$ cat src/verilog/pport_pkg.sv
// Package for the parallel port control, mode and address block.
// Assumes a single 250 MHz instruction clock and a plain register port.
package pport_pkg;
    // Register offsets on the plain register port
    localparam logic [3:0] OFS_CONTROL = 4'h0;
    localparam logic [3:0] OFS_MODE    = 4'h1;
    localparam logic [3:0] OFS_TARGET  = 4'h2;
    localparam logic [3:0] OFS_DATA    = 4'h3;
    localparam logic [3:0] OFS_FLAGS   = 4'h4;
    // Control register field positions
    localparam int CTL_ON     = 15;
    localparam int CTL_HALT   = 13;
    localparam int CTL_MUX    = 11;
    localparam int CTL_BE_ON  = 10;
    localparam int CTL_WR_ON  = 9;
    localparam int CTL_RD_ON  = 8;
    localparam int CTL_CSF    = 6;
    localparam int CTL_ALP    = 5;
    localparam int CTL_SELECT_TWO_POLARITY   = 4;
    localparam int CTL_SELECT_ONE_POLARITY   = 3;
    localparam int CTL_BEP    = 2;
    localparam int CTL_WRITE_STROBE_POLARITY   = 1;
    localparam int CTL_READ_STROBE_POLARITY   = 0;
    // Mode register field positions
    localparam int MOD_BUSY   = 15;
    localparam int MOD_IRQ    = 13;
    localparam int MOD_STEP   = 11;
    localparam int MOD_WIDE   = 10;
    localparam int MOD_PORT   = 8;
    localparam int MOD_SETUP  = 6;
    localparam int MOD_STROBE = 2;
    localparam int MOD_HOLD   = 0;
    // Flags register field positions
    localparam int FLG_OVF    = 1;
    localparam int FLG_UNF    = 0;
    // Reset values
    localparam logic [15:0] RST_CONTROL = 16'h0000;
    localparam logic [15:0] RST_MODE    = 16'h0000;
    localparam logic [15:0] RST_TARGET  = 16'h0000;
    // Writable bits of control and mode
    localparam logic [15:0] MASK_CONTROL = 16'hbfff;
    localparam logic [15:0] MASK_MODE    = 16'h7fff;
    // Encodings
    localparam logic [1:0] PORT_LEGACY = 2'h0;
    localparam logic [1:0] PORT_ADDR   = 2'h1;
    localparam logic [1:0] PORT_MAST2  = 2'h2;
    localparam logic [1:0] PORT_MAST1  = 2'h3;
    localparam logic [1:0] MUX_NONE    = 2'h0;
    localparam logic [1:0] MUX_PART    = 2'h1;
    localparam logic [1:0] MUX_FULL    = 2'h2;
    localparam logic [1:0] CSF_ADDR    = 2'h0;
    localparam logic [1:0] CSF_ONE     = 2'h1;
    localparam logic [1:0] CSF_BOTH    = 2'h2;
    localparam logic [1:0] IRQ_EACH    = 2'h1;
    localparam logic [1:0] IRQ_STALL   = 2'h2;
    localparam logic [1:0] IRQ_BUF3    = 2'h3;
    localparam logic [1:0] STEP_INC    = 2'h1;
    localparam logic [1:0] STEP_DEC    = 2'h2;
    localparam logic [1:0] STEP_BUF    = 2'h3;
    // Gap between consecutive bus cycles, in instruction cycles
    localparam int GAP_CYCLES = 1;
    typedef enum logic [2:0] {
        ST_IDLE, ST_ADDR_LO, ST_ADDR_HI, ST_SETUP, ST_STROBE, ST_HOLD, ST_GAP
    } bus_state_t;
endpackage

$ cat src/verilog/pport_cfg_if.sv
// Interface carrying decoded configuration to the wait-state counter.
// Assumes both ends run on the same clock.
`timescale 1ns/1ps
`default_nettype none
interface pport_cfg_if;
    logic       load;
    logic [3:0] count;
    logic       done;
    modport ctrl (output load, output count, input done);
    modport tmr  (input load, input count, output done);
endinterface
`default_nettype wire

$ cat src/verilog/pport_wait_timer.sv
// Down-counter that times one phase of a bus cycle.
// Assumes load is a one-cycle pulse; done is high while the count is zero.
`timescale 1ns/1ps
`default_nettype none
module pport_wait_timer (
    input  wire logic ref_clk_in,
    input  wire logic rst_b_in,
    pport_cfg_if.tmr  cfg
);
    logic [3:0] cnt_q;
    logic [3:0] cnt_d;
    // Reload on request, else count down to zero
    always_comb begin
        cnt_d = cnt_q;
        if (cfg.load) begin
            cnt_d = cfg.count;
        end else if (cnt_q != 4'h0) begin
            cnt_d = cnt_q - 4'h1;
        end
    end
    always_ff @(posedge ref_clk_in or negedge rst_b_in) begin
        if (!rst_b_in) begin
            cnt_q <= 4'h0;
        end else begin
            cnt_q <= cnt_d;
        end
    end
    // Done looks at the count alone; gating it with load would close a loop through the sequencer
    assign cfg.done = (cnt_q == 4'h0);
endmodule
`default_nettype wire

$ cat src/verilog/pport_master.sv
// Control, mode and address logic of an 8-bit parallel port.
// Assumes synchronous pins, a plain register port and an idle input from the core.
`timescale 1ns/1ps
`default_nettype none
// Functional notes
// - Port enable clear means no off-chip access at all.
// - Halt-when-idle bit stops port activity while the core is idle.
// - Mux field places address on data pins fully, partly, or not at all.
// - Separate enables connect byte-enable, write/enable and read strobe pins.
// - Chip-select field makes lines selects or address bits 15 and 14.
// - Latch and select polarity bits: set high, clear low; ignored as address.
// - Byte-enable polarity bit: set means active high.
// - Write polarity bit sets enable strobe polarity in master mode 1.
// - Read polarity bit sets read/write strobe polarity in master mode 1.
// - Busy flag reads one while a master transfer runs.
// - Interrupt field: none, per cycle, or stall during transfer.
// - Mode 11 interrupts on buffer 3 or slave address 11 access.
// - Step field increments or decrements address bits 10:0 per cycle.
// - Step mode 11 auto-increments slave buffers in legacy slave mode only.
// - Wide mode makes two byte transfers per data access.
// - Port mode field picks master 1, master 2, addressable or legacy slave.
// - Setup wait and address phase last one to four cycles.
// - Strobe wait adds zero to fifteen cycles.
// - Hold wait lasts one to four cycles.
// - Strobe wait zero ignores setup and hold, single-cycle strobe.
// - One idle cycle between consecutive bus operations.
// - Top two address bits drive chip selects two and one.
// - Address bits 13:0 go to address pins or multiplexed data.
// - Host write to full input byte sets sticky overflow flag.
// - Host read of empty output byte sets sticky underflow flag.
module pport_master
    import pport_pkg::*;
(
    input  wire logic        ref_clk_in,
    input  wire logic        rst_b_in,
    input  wire logic        core_idle_in,
    input  wire logic [3:0]  reg_addr_in,
    input  wire logic [15:0] reg_wdata_in,
    input  wire logic        reg_wr_in,
    input  wire logic        reg_rd_in,
    output logic      [15:0] reg_rdata_out,
    output logic             stall_out,
    output logic             irq_out,
    input  wire logic        slave_access_in,
    input  wire logic        slave_write_in,
    input  wire logic [1:0]  slave_sel_in,
    input  wire logic        slave_full_in,
    input  wire logic        slave_empty_in,
    output logic             buf_step_out,
    input  wire logic [7:0]  port_data_pins_in,
    output logic      [7:0]  port_data_pins_out,
    output logic             port_data_pins_oe_out,
    output logic      [13:0] port_location_pins_out,
    output logic             chip_select_one_pin_out,
    output logic             chip_select_two_pin_out,
    output logic             read_strobe_pin_out,
    output logic             write_strobe_pin_out,
    output logic             byte_enable_pin_out,
    output logic             low_latch_strobe_out,
    output logic             high_latch_strobe_out
);
    logic [15:0] ctl_q, ctl_d, mode_q, mode_d, tgt_q, tgt_d, data_q, data_d;
    logic        ovf_q, ovf_d, unf_q, unf_d, wr_q, wr_d, hi_q, hi_d, irq_q, irq_d;
    logic        rd_pend_q, rd_pend_d;
    logic [15:0] rdata_q, rdata_d;
    bus_state_t  st_q, st_d;
    pport_cfg_if cfg ();

    pport_wait_timer u_timer (
        .ref_clk_in (ref_clk_in),
        .rst_b_in   (rst_b_in),
        .cfg        (cfg)
    );

    // Decoded fields
    logic       port_on, halted, is_master, wide, strobe_zero;
    logic [1:0] mux, chip_select_function, interrupt_mode_select, step, pmode;
    logic [3:0] setup_n, strobe_n, hold_n;
    logic       start;
    assign port_on     = ctl_q[CTL_ON];
    assign halted      = ctl_q[CTL_HALT] && core_idle_in;
    assign mux         = ctl_q[CTL_MUX +: 2];
    assign chip_select_function         = ctl_q[CTL_CSF +: 2];
    assign interrupt_mode_select        = mode_q[MOD_IRQ +: 2];
    assign step        = mode_q[MOD_STEP +: 2];
    assign wide        = mode_q[MOD_WIDE];
    assign pmode       = mode_q[MOD_PORT +: 2];
    assign is_master   = pmode[1];
    assign setup_n     = {2'h0, mode_q[MOD_SETUP +: 2]};
    assign strobe_n    = mode_q[MOD_STROBE +: 4];
    assign hold_n      = {2'h0, mode_q[MOD_HOLD +: 2]};
    assign strobe_zero = (strobe_n == 4'h0);
    // Data register access launches a bus cycle only when enabled and master
    assign start = port_on && !halted && is_master && (st_q == ST_IDLE)
                   && (reg_addr_in == OFS_DATA) && (reg_wr_in || reg_rd_in);

    // Bus cycle sequencer; the timer holds a phase for n extra cycles
    always_comb begin
        st_d      = st_q;
        cfg.load  = 1'b0;
        cfg.count = 4'h0;
        unique case (st_q)
            ST_IDLE: begin
                if (start) begin
                    if (mux == MUX_FULL) begin
                        st_d = ST_ADDR_HI;
                    end else if (mux == MUX_PART) begin
                        st_d = ST_ADDR_LO;
                    end else begin
                        st_d = strobe_zero ? ST_STROBE : ST_SETUP;
                    end
                    cfg.load  = 1'b1;
                    cfg.count = strobe_zero ? 4'h0 : setup_n;
                end
            end
            ST_ADDR_HI: begin
                if (cfg.done) begin
                    st_d      = ST_ADDR_LO;
                    cfg.load  = 1'b1;
                    cfg.count = strobe_zero ? 4'h0 : setup_n;
                end
            end
            ST_ADDR_LO: begin
                if (cfg.done) begin
                    st_d      = strobe_zero ? ST_STROBE : ST_SETUP;
                    cfg.load  = 1'b1;
                    cfg.count = strobe_zero ? 4'h0 : setup_n;
                end
            end
            ST_SETUP: begin
                if (cfg.done) begin
                    st_d      = ST_STROBE;
                    cfg.load  = 1'b1;
                    cfg.count = strobe_n;
                end
            end
            ST_STROBE: begin
                if (cfg.done) begin
                    st_d      = strobe_zero ? ST_GAP : ST_HOLD;
                    cfg.load  = 1'b1;
                    cfg.count = hold_n;
                end
            end
            ST_HOLD: begin
                if (cfg.done) begin
                    st_d = ST_GAP;
                end
            end
            ST_GAP: begin
                // Second byte of a wide access reruns the cycle after the gap, skipping the high address phase
                if (wide && !hi_q) begin
                    st_d      = (mux == MUX_NONE) ? (strobe_zero ? ST_STROBE : ST_SETUP)
                                                  : ST_ADDR_LO;
                    cfg.load  = 1'b1;
                    cfg.count = strobe_zero ? 4'h0 : setup_n;
                end else begin
                    st_d = ST_IDLE;
                end
            end
        endcase
        if (!port_on) begin
            st_d = ST_IDLE;
        end
    end

    // Register file, address stepping and sticky slave flags
    logic cycle_end;
    assign cycle_end = (st_q == ST_GAP);
    always_comb begin
        ctl_d     = ctl_q;
        mode_d    = mode_q;
        tgt_d     = tgt_q;
        data_d    = data_q;
        ovf_d     = ovf_q;
        unf_d     = unf_q;
        wr_d      = wr_q;
        hi_d      = hi_q;
        rd_pend_d = 1'b0;
        irq_d     = 1'b0;
        rdata_d   = 16'h0000;
        if (reg_wr_in) begin
            unique case (reg_addr_in)
                OFS_CONTROL: ctl_d  = reg_wdata_in & MASK_CONTROL;
                OFS_MODE:    mode_d = reg_wdata_in & MASK_MODE;
                OFS_TARGET:  tgt_d  = reg_wdata_in;
                OFS_DATA:    data_d = reg_wdata_in;
                OFS_FLAGS: begin
                    ovf_d = ovf_q & ~reg_wdata_in[FLG_OVF];
                    unf_d = unf_q & ~reg_wdata_in[FLG_UNF];
                end
                default: ;
            endcase
        end
        if (reg_rd_in) begin
            unique case (reg_addr_in)
                OFS_CONTROL: rdata_d = ctl_q;
                OFS_MODE:    rdata_d = {st_q != ST_IDLE, mode_q[14:0]};
                OFS_TARGET:  rdata_d = tgt_q;
                OFS_DATA:    rdata_d = wide ? data_q : {8'h00, data_q[7:0]};
                OFS_FLAGS:   rdata_d = {14'h0000, ovf_q, unf_q};
                default:     rdata_d = 16'h0000;
            endcase
        end
        if (start) begin
            wr_d = reg_wr_in;
            hi_d = 1'b0;
        end
        // Capture read data at strobe end, low byte first
        if (st_q == ST_STROBE && cfg.done && !wr_q) begin
            if (hi_q) begin
                data_d[15:8] = port_data_pins_in;
            end else begin
                data_d[7:0] = port_data_pins_in;
            end
        end
        if (cycle_end) begin
            hi_d = 1'b1;
            if (step == STEP_INC) begin
                tgt_d[10:0] = tgt_q[10:0] + 11'h001;
            end else if (step == STEP_DEC) begin
                tgt_d[10:0] = tgt_q[10:0] - 11'h001;
            end
            irq_d = (interrupt_mode_select == IRQ_EACH);
        end
        // Slave side events: set wins over a software clear
        if (port_on && !halted && !is_master && slave_access_in) begin
            if (slave_write_in && slave_full_in) begin
                ovf_d = 1'b1;
            end
            if (!slave_write_in && slave_empty_in) begin
                unf_d = 1'b1;
            end
            if (interrupt_mode_select == IRQ_BUF3 && slave_sel_in == 2'h3) begin
                irq_d = 1'b1;
            end
        end
    end
    assign buf_step_out = port_on && !halted && (pmode == PORT_LEGACY)
                          && (step == STEP_BUF) && slave_access_in;

    always_ff @(posedge ref_clk_in or negedge rst_b_in) begin
        if (!rst_b_in) begin
            ctl_q     <= RST_CONTROL;
            mode_q    <= RST_MODE;
            tgt_q     <= RST_TARGET;
            data_q    <= 16'h0000;
            ovf_q     <= 1'b0;
            unf_q     <= 1'b0;
            wr_q      <= 1'b0;
            hi_q      <= 1'b0;
            irq_q     <= 1'b0;
            rd_pend_q <= 1'b0;
            rdata_q   <= 16'h0000;
            st_q      <= ST_IDLE;
        end else begin
            ctl_q     <= ctl_d;
            mode_q    <= mode_d;
            tgt_q     <= tgt_d;
            data_q    <= data_d;
            ovf_q     <= ovf_d;
            unf_q     <= unf_d;
            wr_q      <= wr_d;
            hi_q      <= hi_d;
            irq_q     <= irq_d;
            rd_pend_q <= rd_pend_d;
            rdata_q   <= rdata_d;
            st_q      <= st_d;
        end
    end
    assign reg_rdata_out = rdata_q;
    assign irq_out       = irq_q;
    // Stall covers the transfer except its gap cycles, the trailing one and the one between wide bytes
    assign stall_out = (interrupt_mode_select == IRQ_STALL) && (st_q != ST_IDLE) && (st_q != ST_GAP);

    // Pin drive; polarity bits only matter where a pin is a strobe, select or byte enable
    logic strobe_act, sel_act, act;
    assign act        = port_on && (st_q != ST_IDLE) && (st_q != ST_GAP);
    assign strobe_act = (st_q == ST_STROBE);
    assign sel_act    = act;
    always_comb begin
        logic rd_a, wr_a;
        rd_a = 1'b0;
        wr_a = 1'b0;
        if (pmode == PORT_MAST1) begin
            rd_a = sel_act && !wr_q;    // Read/write level, high means read
            wr_a = strobe_act;          // Enable strobe
        end else begin
            rd_a = strobe_act && !wr_q;
            wr_a = strobe_act && wr_q;
        end
        read_strobe_pin_out  = ctl_q[CTL_RD_ON] & (rd_a ~^ ctl_q[CTL_READ_STROBE_POLARITY]);
        write_strobe_pin_out = ctl_q[CTL_WR_ON] & (wr_a ~^ ctl_q[CTL_WRITE_STROBE_POLARITY]);
        if (!ctl_q[CTL_RD_ON]) read_strobe_pin_out = 1'b0;
        byte_enable_pin_out = ctl_q[CTL_BE_ON] && wide
                              && ((act && hi_q) ~^ ctl_q[CTL_BEP]);
        low_latch_strobe_out  = (st_q == ST_ADDR_LO) ~^ ctl_q[CTL_ALP];
        high_latch_strobe_out = (st_q == ST_ADDR_HI) ~^ ctl_q[CTL_ALP];
        chip_select_two_pin_out = (chip_select_function == CSF_ADDR) ? tgt_q[15]
                                : ((sel_act && tgt_q[15]) ~^ ctl_q[CTL_SELECT_TWO_POLARITY]);
        chip_select_one_pin_out = (chip_select_function == CSF_BOTH)
                                ? ((sel_act && tgt_q[14]) ~^ ctl_q[CTL_SELECT_ONE_POLARITY])
                                : tgt_q[14];
        port_location_pins_out = tgt_q[13:0];
        port_data_pins_oe_out  = act && (wr_q || st_q == ST_ADDR_LO || st_q == ST_ADDR_HI);
        if (st_q == ST_ADDR_HI) begin
            port_data_pins_out = tgt_q[15:8];
        end else if (st_q == ST_ADDR_LO) begin
            port_data_pins_out = tgt_q[7:0];
        end else begin
            port_data_pins_out = hi_q ? data_q[15:8] : data_q[7:0];
        end
    end
endmodule
`default_nettype wire

$ cat config.mk
export PLATFORM = sky130hd
export DESIGN_NAME = pport_master
export DESIGN_NICKNAME = d
export VERILOG_FILES = /design/src/verilog/pport_pkg.sv /design/src/verilog/pport_cfg_if.sv /design/src/verilog/pport_wait_timer.sv /design/src/verilog/pport_master.sv
export SDC_FILE = /design/constraint.sdc
export NUM_CORES = 1
export LEC_CHECK = 0
export ABC_AREA = 1
export BUFFER_PORTS_ARGS = -buffer_cell sky130_fd_sc_hd__buf_4
export CAP_MARGIN = 20
export CORE_UTILIZATION = 25
export CTS_BUF_LIST = sky130_fd_sc_hd__clkbuf_4 sky130_fd_sc_hd__clkbuf_8 sky130_fd_sc_hd__clkbuf_16
export DETAILED_ROUTE_END_ITERATION = 16
export PLACE_DENSITY = 0.51
export SETUP_SLACK_MARGIN = 0.1
export SYNTH_ARGS = -nofsm -noshare
export SYNTH_HDL_FRONTEND = slang
export SYNTH_SLANG_ARGS = --single-unit
$ cat constraint.sdc
create_clock -name ref_clk_in -period 3.3 [get_ports ref_clk_in]
set_clock_uncertainty 0.05 [all_clocks]
set_input_delay 0.495 -clock ref_clk_in [delete_from_list [all_inputs] [get_ports ref_clk_in]]
set_output_delay 0.495 -clock ref_clk_in [all_outputs]
set_load 0.1 [all_outputs]
==> qor.yml <==
p_leak_uw: 0.00327
syn-instance-count: 788
synth_top_family_by_area: "simple AND/OR/NAND/NOR gates"
rsz0062_at_grt: "false"
ys_top_cells_by_count: "nand2_1, dfrtp_1, inv_1"
synth.net_count: 831
clk_pin_slew_ns: 0.08
ir_drop_mv: 0.438
min_period_over_period_pct: 82.8
setup-violations-final: 0
ys_warn_count: 0
synth-xor-area-share_pct: 1.25
synth_ff_type: "dfrtp_1"
grt_pass1_vias: 5294
worstPathMaxFanout: 19
row_count: 54
slew_headroom_pct: 29.0
whs_ns: 0.0836
yosys.area.top_type_share_pct: 40.3
placed_cells: 1119
cts-resized-gates: 0
grt_max_degree: 52
cp-end-kind: "output port"
pwr-share-seq_pct: 33.4
clock_path_buffers: 2
diodes: 0
synth-seq-cells: 90
synth.area.mux_share_pct: 0.201
slew_viol_final: 0
path_cells: "inv_1, nor2_1, nand2_2, o21ai_0, buf_4"
power_uw: 4710
hold_violations: 0
syn_to_final_growth_pct: 20.0
synthArstFlopShare_pct: 100
critPathLaunchType: "flop"
fin_crit_ns: 2.73
drv_cap: 0
worstSkewPairLatency_ns: 0.36
synthTopCellsByArea: "dfrtp_1, nand2_1, o21ai_0"
post-dp-hpwl_mm: 15.7
routabilityCongestion: 0.860
postCtsSetupBuffers: 0
grt.total_usage_pct: 18.7
drc_errors: 0
grt_pass1_wl_mm: 31.6
tightest_slew_ns: 1.06
synth-simple-area-share_pct: 29.0
start_util_pct: 25.6
synth_area_leader_cell: "dfrtp_1"
io-pin-count: 88
numCtsBuffers: 9
timing.fmax_mhz: 366
synth_edf_count: 0
antenna_found_initial: 0
fillCellCount: 2438
cts.sinks: 90
worst_slack_ns: 0.567
totalWireLength_mm: 20.8
power_frac_comb_pct: 43.6
ys_types: 39
final_antenna_net_count: 0
synth_area_sq_um: 5600
clockPowerShare_pct: 23.0
dr.first_iter.drc_count: 503
die_w_microns: 152
die_h_microns: 152
cts_max_level: 3
power.switching_uw: 2300
final-instance-count-excl-fill: 1135
ys_seq_area_share_pct: 40.3
required_ns: 2.75
critPathSlowestCell: "dfrtp_1"
cts_root_buf: "clkbuf_16"
vias_per_cell: 4.92
synth_compound_area_share_pct: 17.2
vias: 5586
status: "finished, final reports clean"
fin_util_pct: 30.7
ctsHoldBuffers: 0
die-area_sq_um: 23000
yosys.area_share.adder_pct: 0.894
synth_most_common_cell: "nand2_1"
intPower_uw: 2410
power_density_nw_per_um2: 702
core_region_area_sq_um: 21900
layout-drive-gt1-share_pct: 16.5
dp_slack_ns: 0.861
avgSynthCellArea_sq_um: 7.10
overflow: 0
drtPass1Iterations: 6
worstPathArrival_ns: 2.19
wire_per_inst_microns: 18.3
hold_path.class: "input port to async pin"
crit_path_max_incr_delay_ns: 0.48
path_class: "flop to output port"
path_delay_family: "buffers and inverters"
finalNetCount: 893
swShare_pct: 48.9
crit_buf_inv: 2
port_buffers: 87
cts_tree: "done"
worst paths after layout:
check | start | end | slack [ns] | cells past startpoint
worst max register to register | mode_q[12]$_DFFE_PN0P_ | tgt_q[7]$_DFF_PN0_ | 1.00 | 8
worst min register to register | tgt_q[14]$_DFFE_PN0P_ | tgt_q[14]$_DFFE_PN0P_ | 0.44 | 2
min in group ref_clk_in | reg_rd_in | reg_rdata_out[10]$_DFF_PN0_ | 0.32 | 3
worst max-delay path | st_q[1]$_DFFE_PN0P_ | port_data_pins_out[0] | 0.57 | 5
worst min-delay path | rst_b_in | tgt_q[5]$_DFF_PN0_ | 0.08 | 1
max in group asynchronous | rst_b_in | mode_q[1]$_DFFE_PN0P_ | 2.43 | 2
power groups by stage:
stage | sequential (uW) | clock (uW) | combinational [uW]
after floorplan | 1520 | 0 | 1580
after CTS | 1560 | 1100 | 2060
final | 1570 | 1080 | 2060
after global placement | 1580 | 0 | 2050
after detailed placement | 1580 | 0 | 2060
after global routing | 1590 | 1150 | 2210
kinds of logic (layout without fill, tap and decap cells):
family                   count (synthesis)  after routing
flip-flops                              90             90
XOR/XNOR                                 8              8
AO/OA/AOI/OAI                          169            169
adder cells (fa/ha/maj)                  4              4
AND/OR/NAND/NOR                        378            378
buffers and inverters                  138            205
multiplexers                             1              1
placed cells by master (no fill, tap or decap), drive strengths merged:
cell    instances
a21boi          1
ha              4
mux2            1
nand3b          2
o21bai          2
a21oi          31
xor2            7
nand3          68
nor4            2
a211oi          2
nand2         232
o22ai           8
or2             1
nor3            7
a41oi           6
nand4           3
clkinv          6
a31oi           7
nor2           63
o211ai         21
o221ai          2
bufinv          1
clkbuf          9
dfrtp          90
inv            93
buf            96
o21ai          89
xnor2           1
cell type report:
cell class / instances / area [sq um] / share of cell area [%]
clock buffer: 9 / 225 / 3.35
tap: 280 / 350 / 5.22
clock inverter: 7 / 75.1 / 1.12
sequential: 90 / 2250 / 33.5
timing repair buffer: 96 / 733 / 10.9
inverter: 93 / 349 / 5.20
multi-input combinational: 560 / 2730 / 40.7
registers in the layout (all words and copies together), names as in the netlist:
signal and flops:
data_q 16, reg_rdata_out 16, tgt_q 16, ctl_q 15, mode_q 15, u_timer.cnt_q 4, st_q 3, hi_q 1
irq_out 1, ovf_q 1, unf_q 1, wr_q 1
routing by layer:
layer	track usage (%)	vias up	share of wire [%]
met5	0	-	0
met4	7.57	0	2.9
met3	2.31	40	5.0
met2	29.4	211	46
met1	25.9	2633	46
li1	-	2702	-
through the flow:
step | TNS, ns | area [sq um]
CTS | 0 | 6720
floorplan | -2.21 | 5610
detailed placement | 0 | 6420
finish | 0 | 6720
global placement | 0 | 6420
global route | 0 | 6720
(Power assumes the default switching activity.)
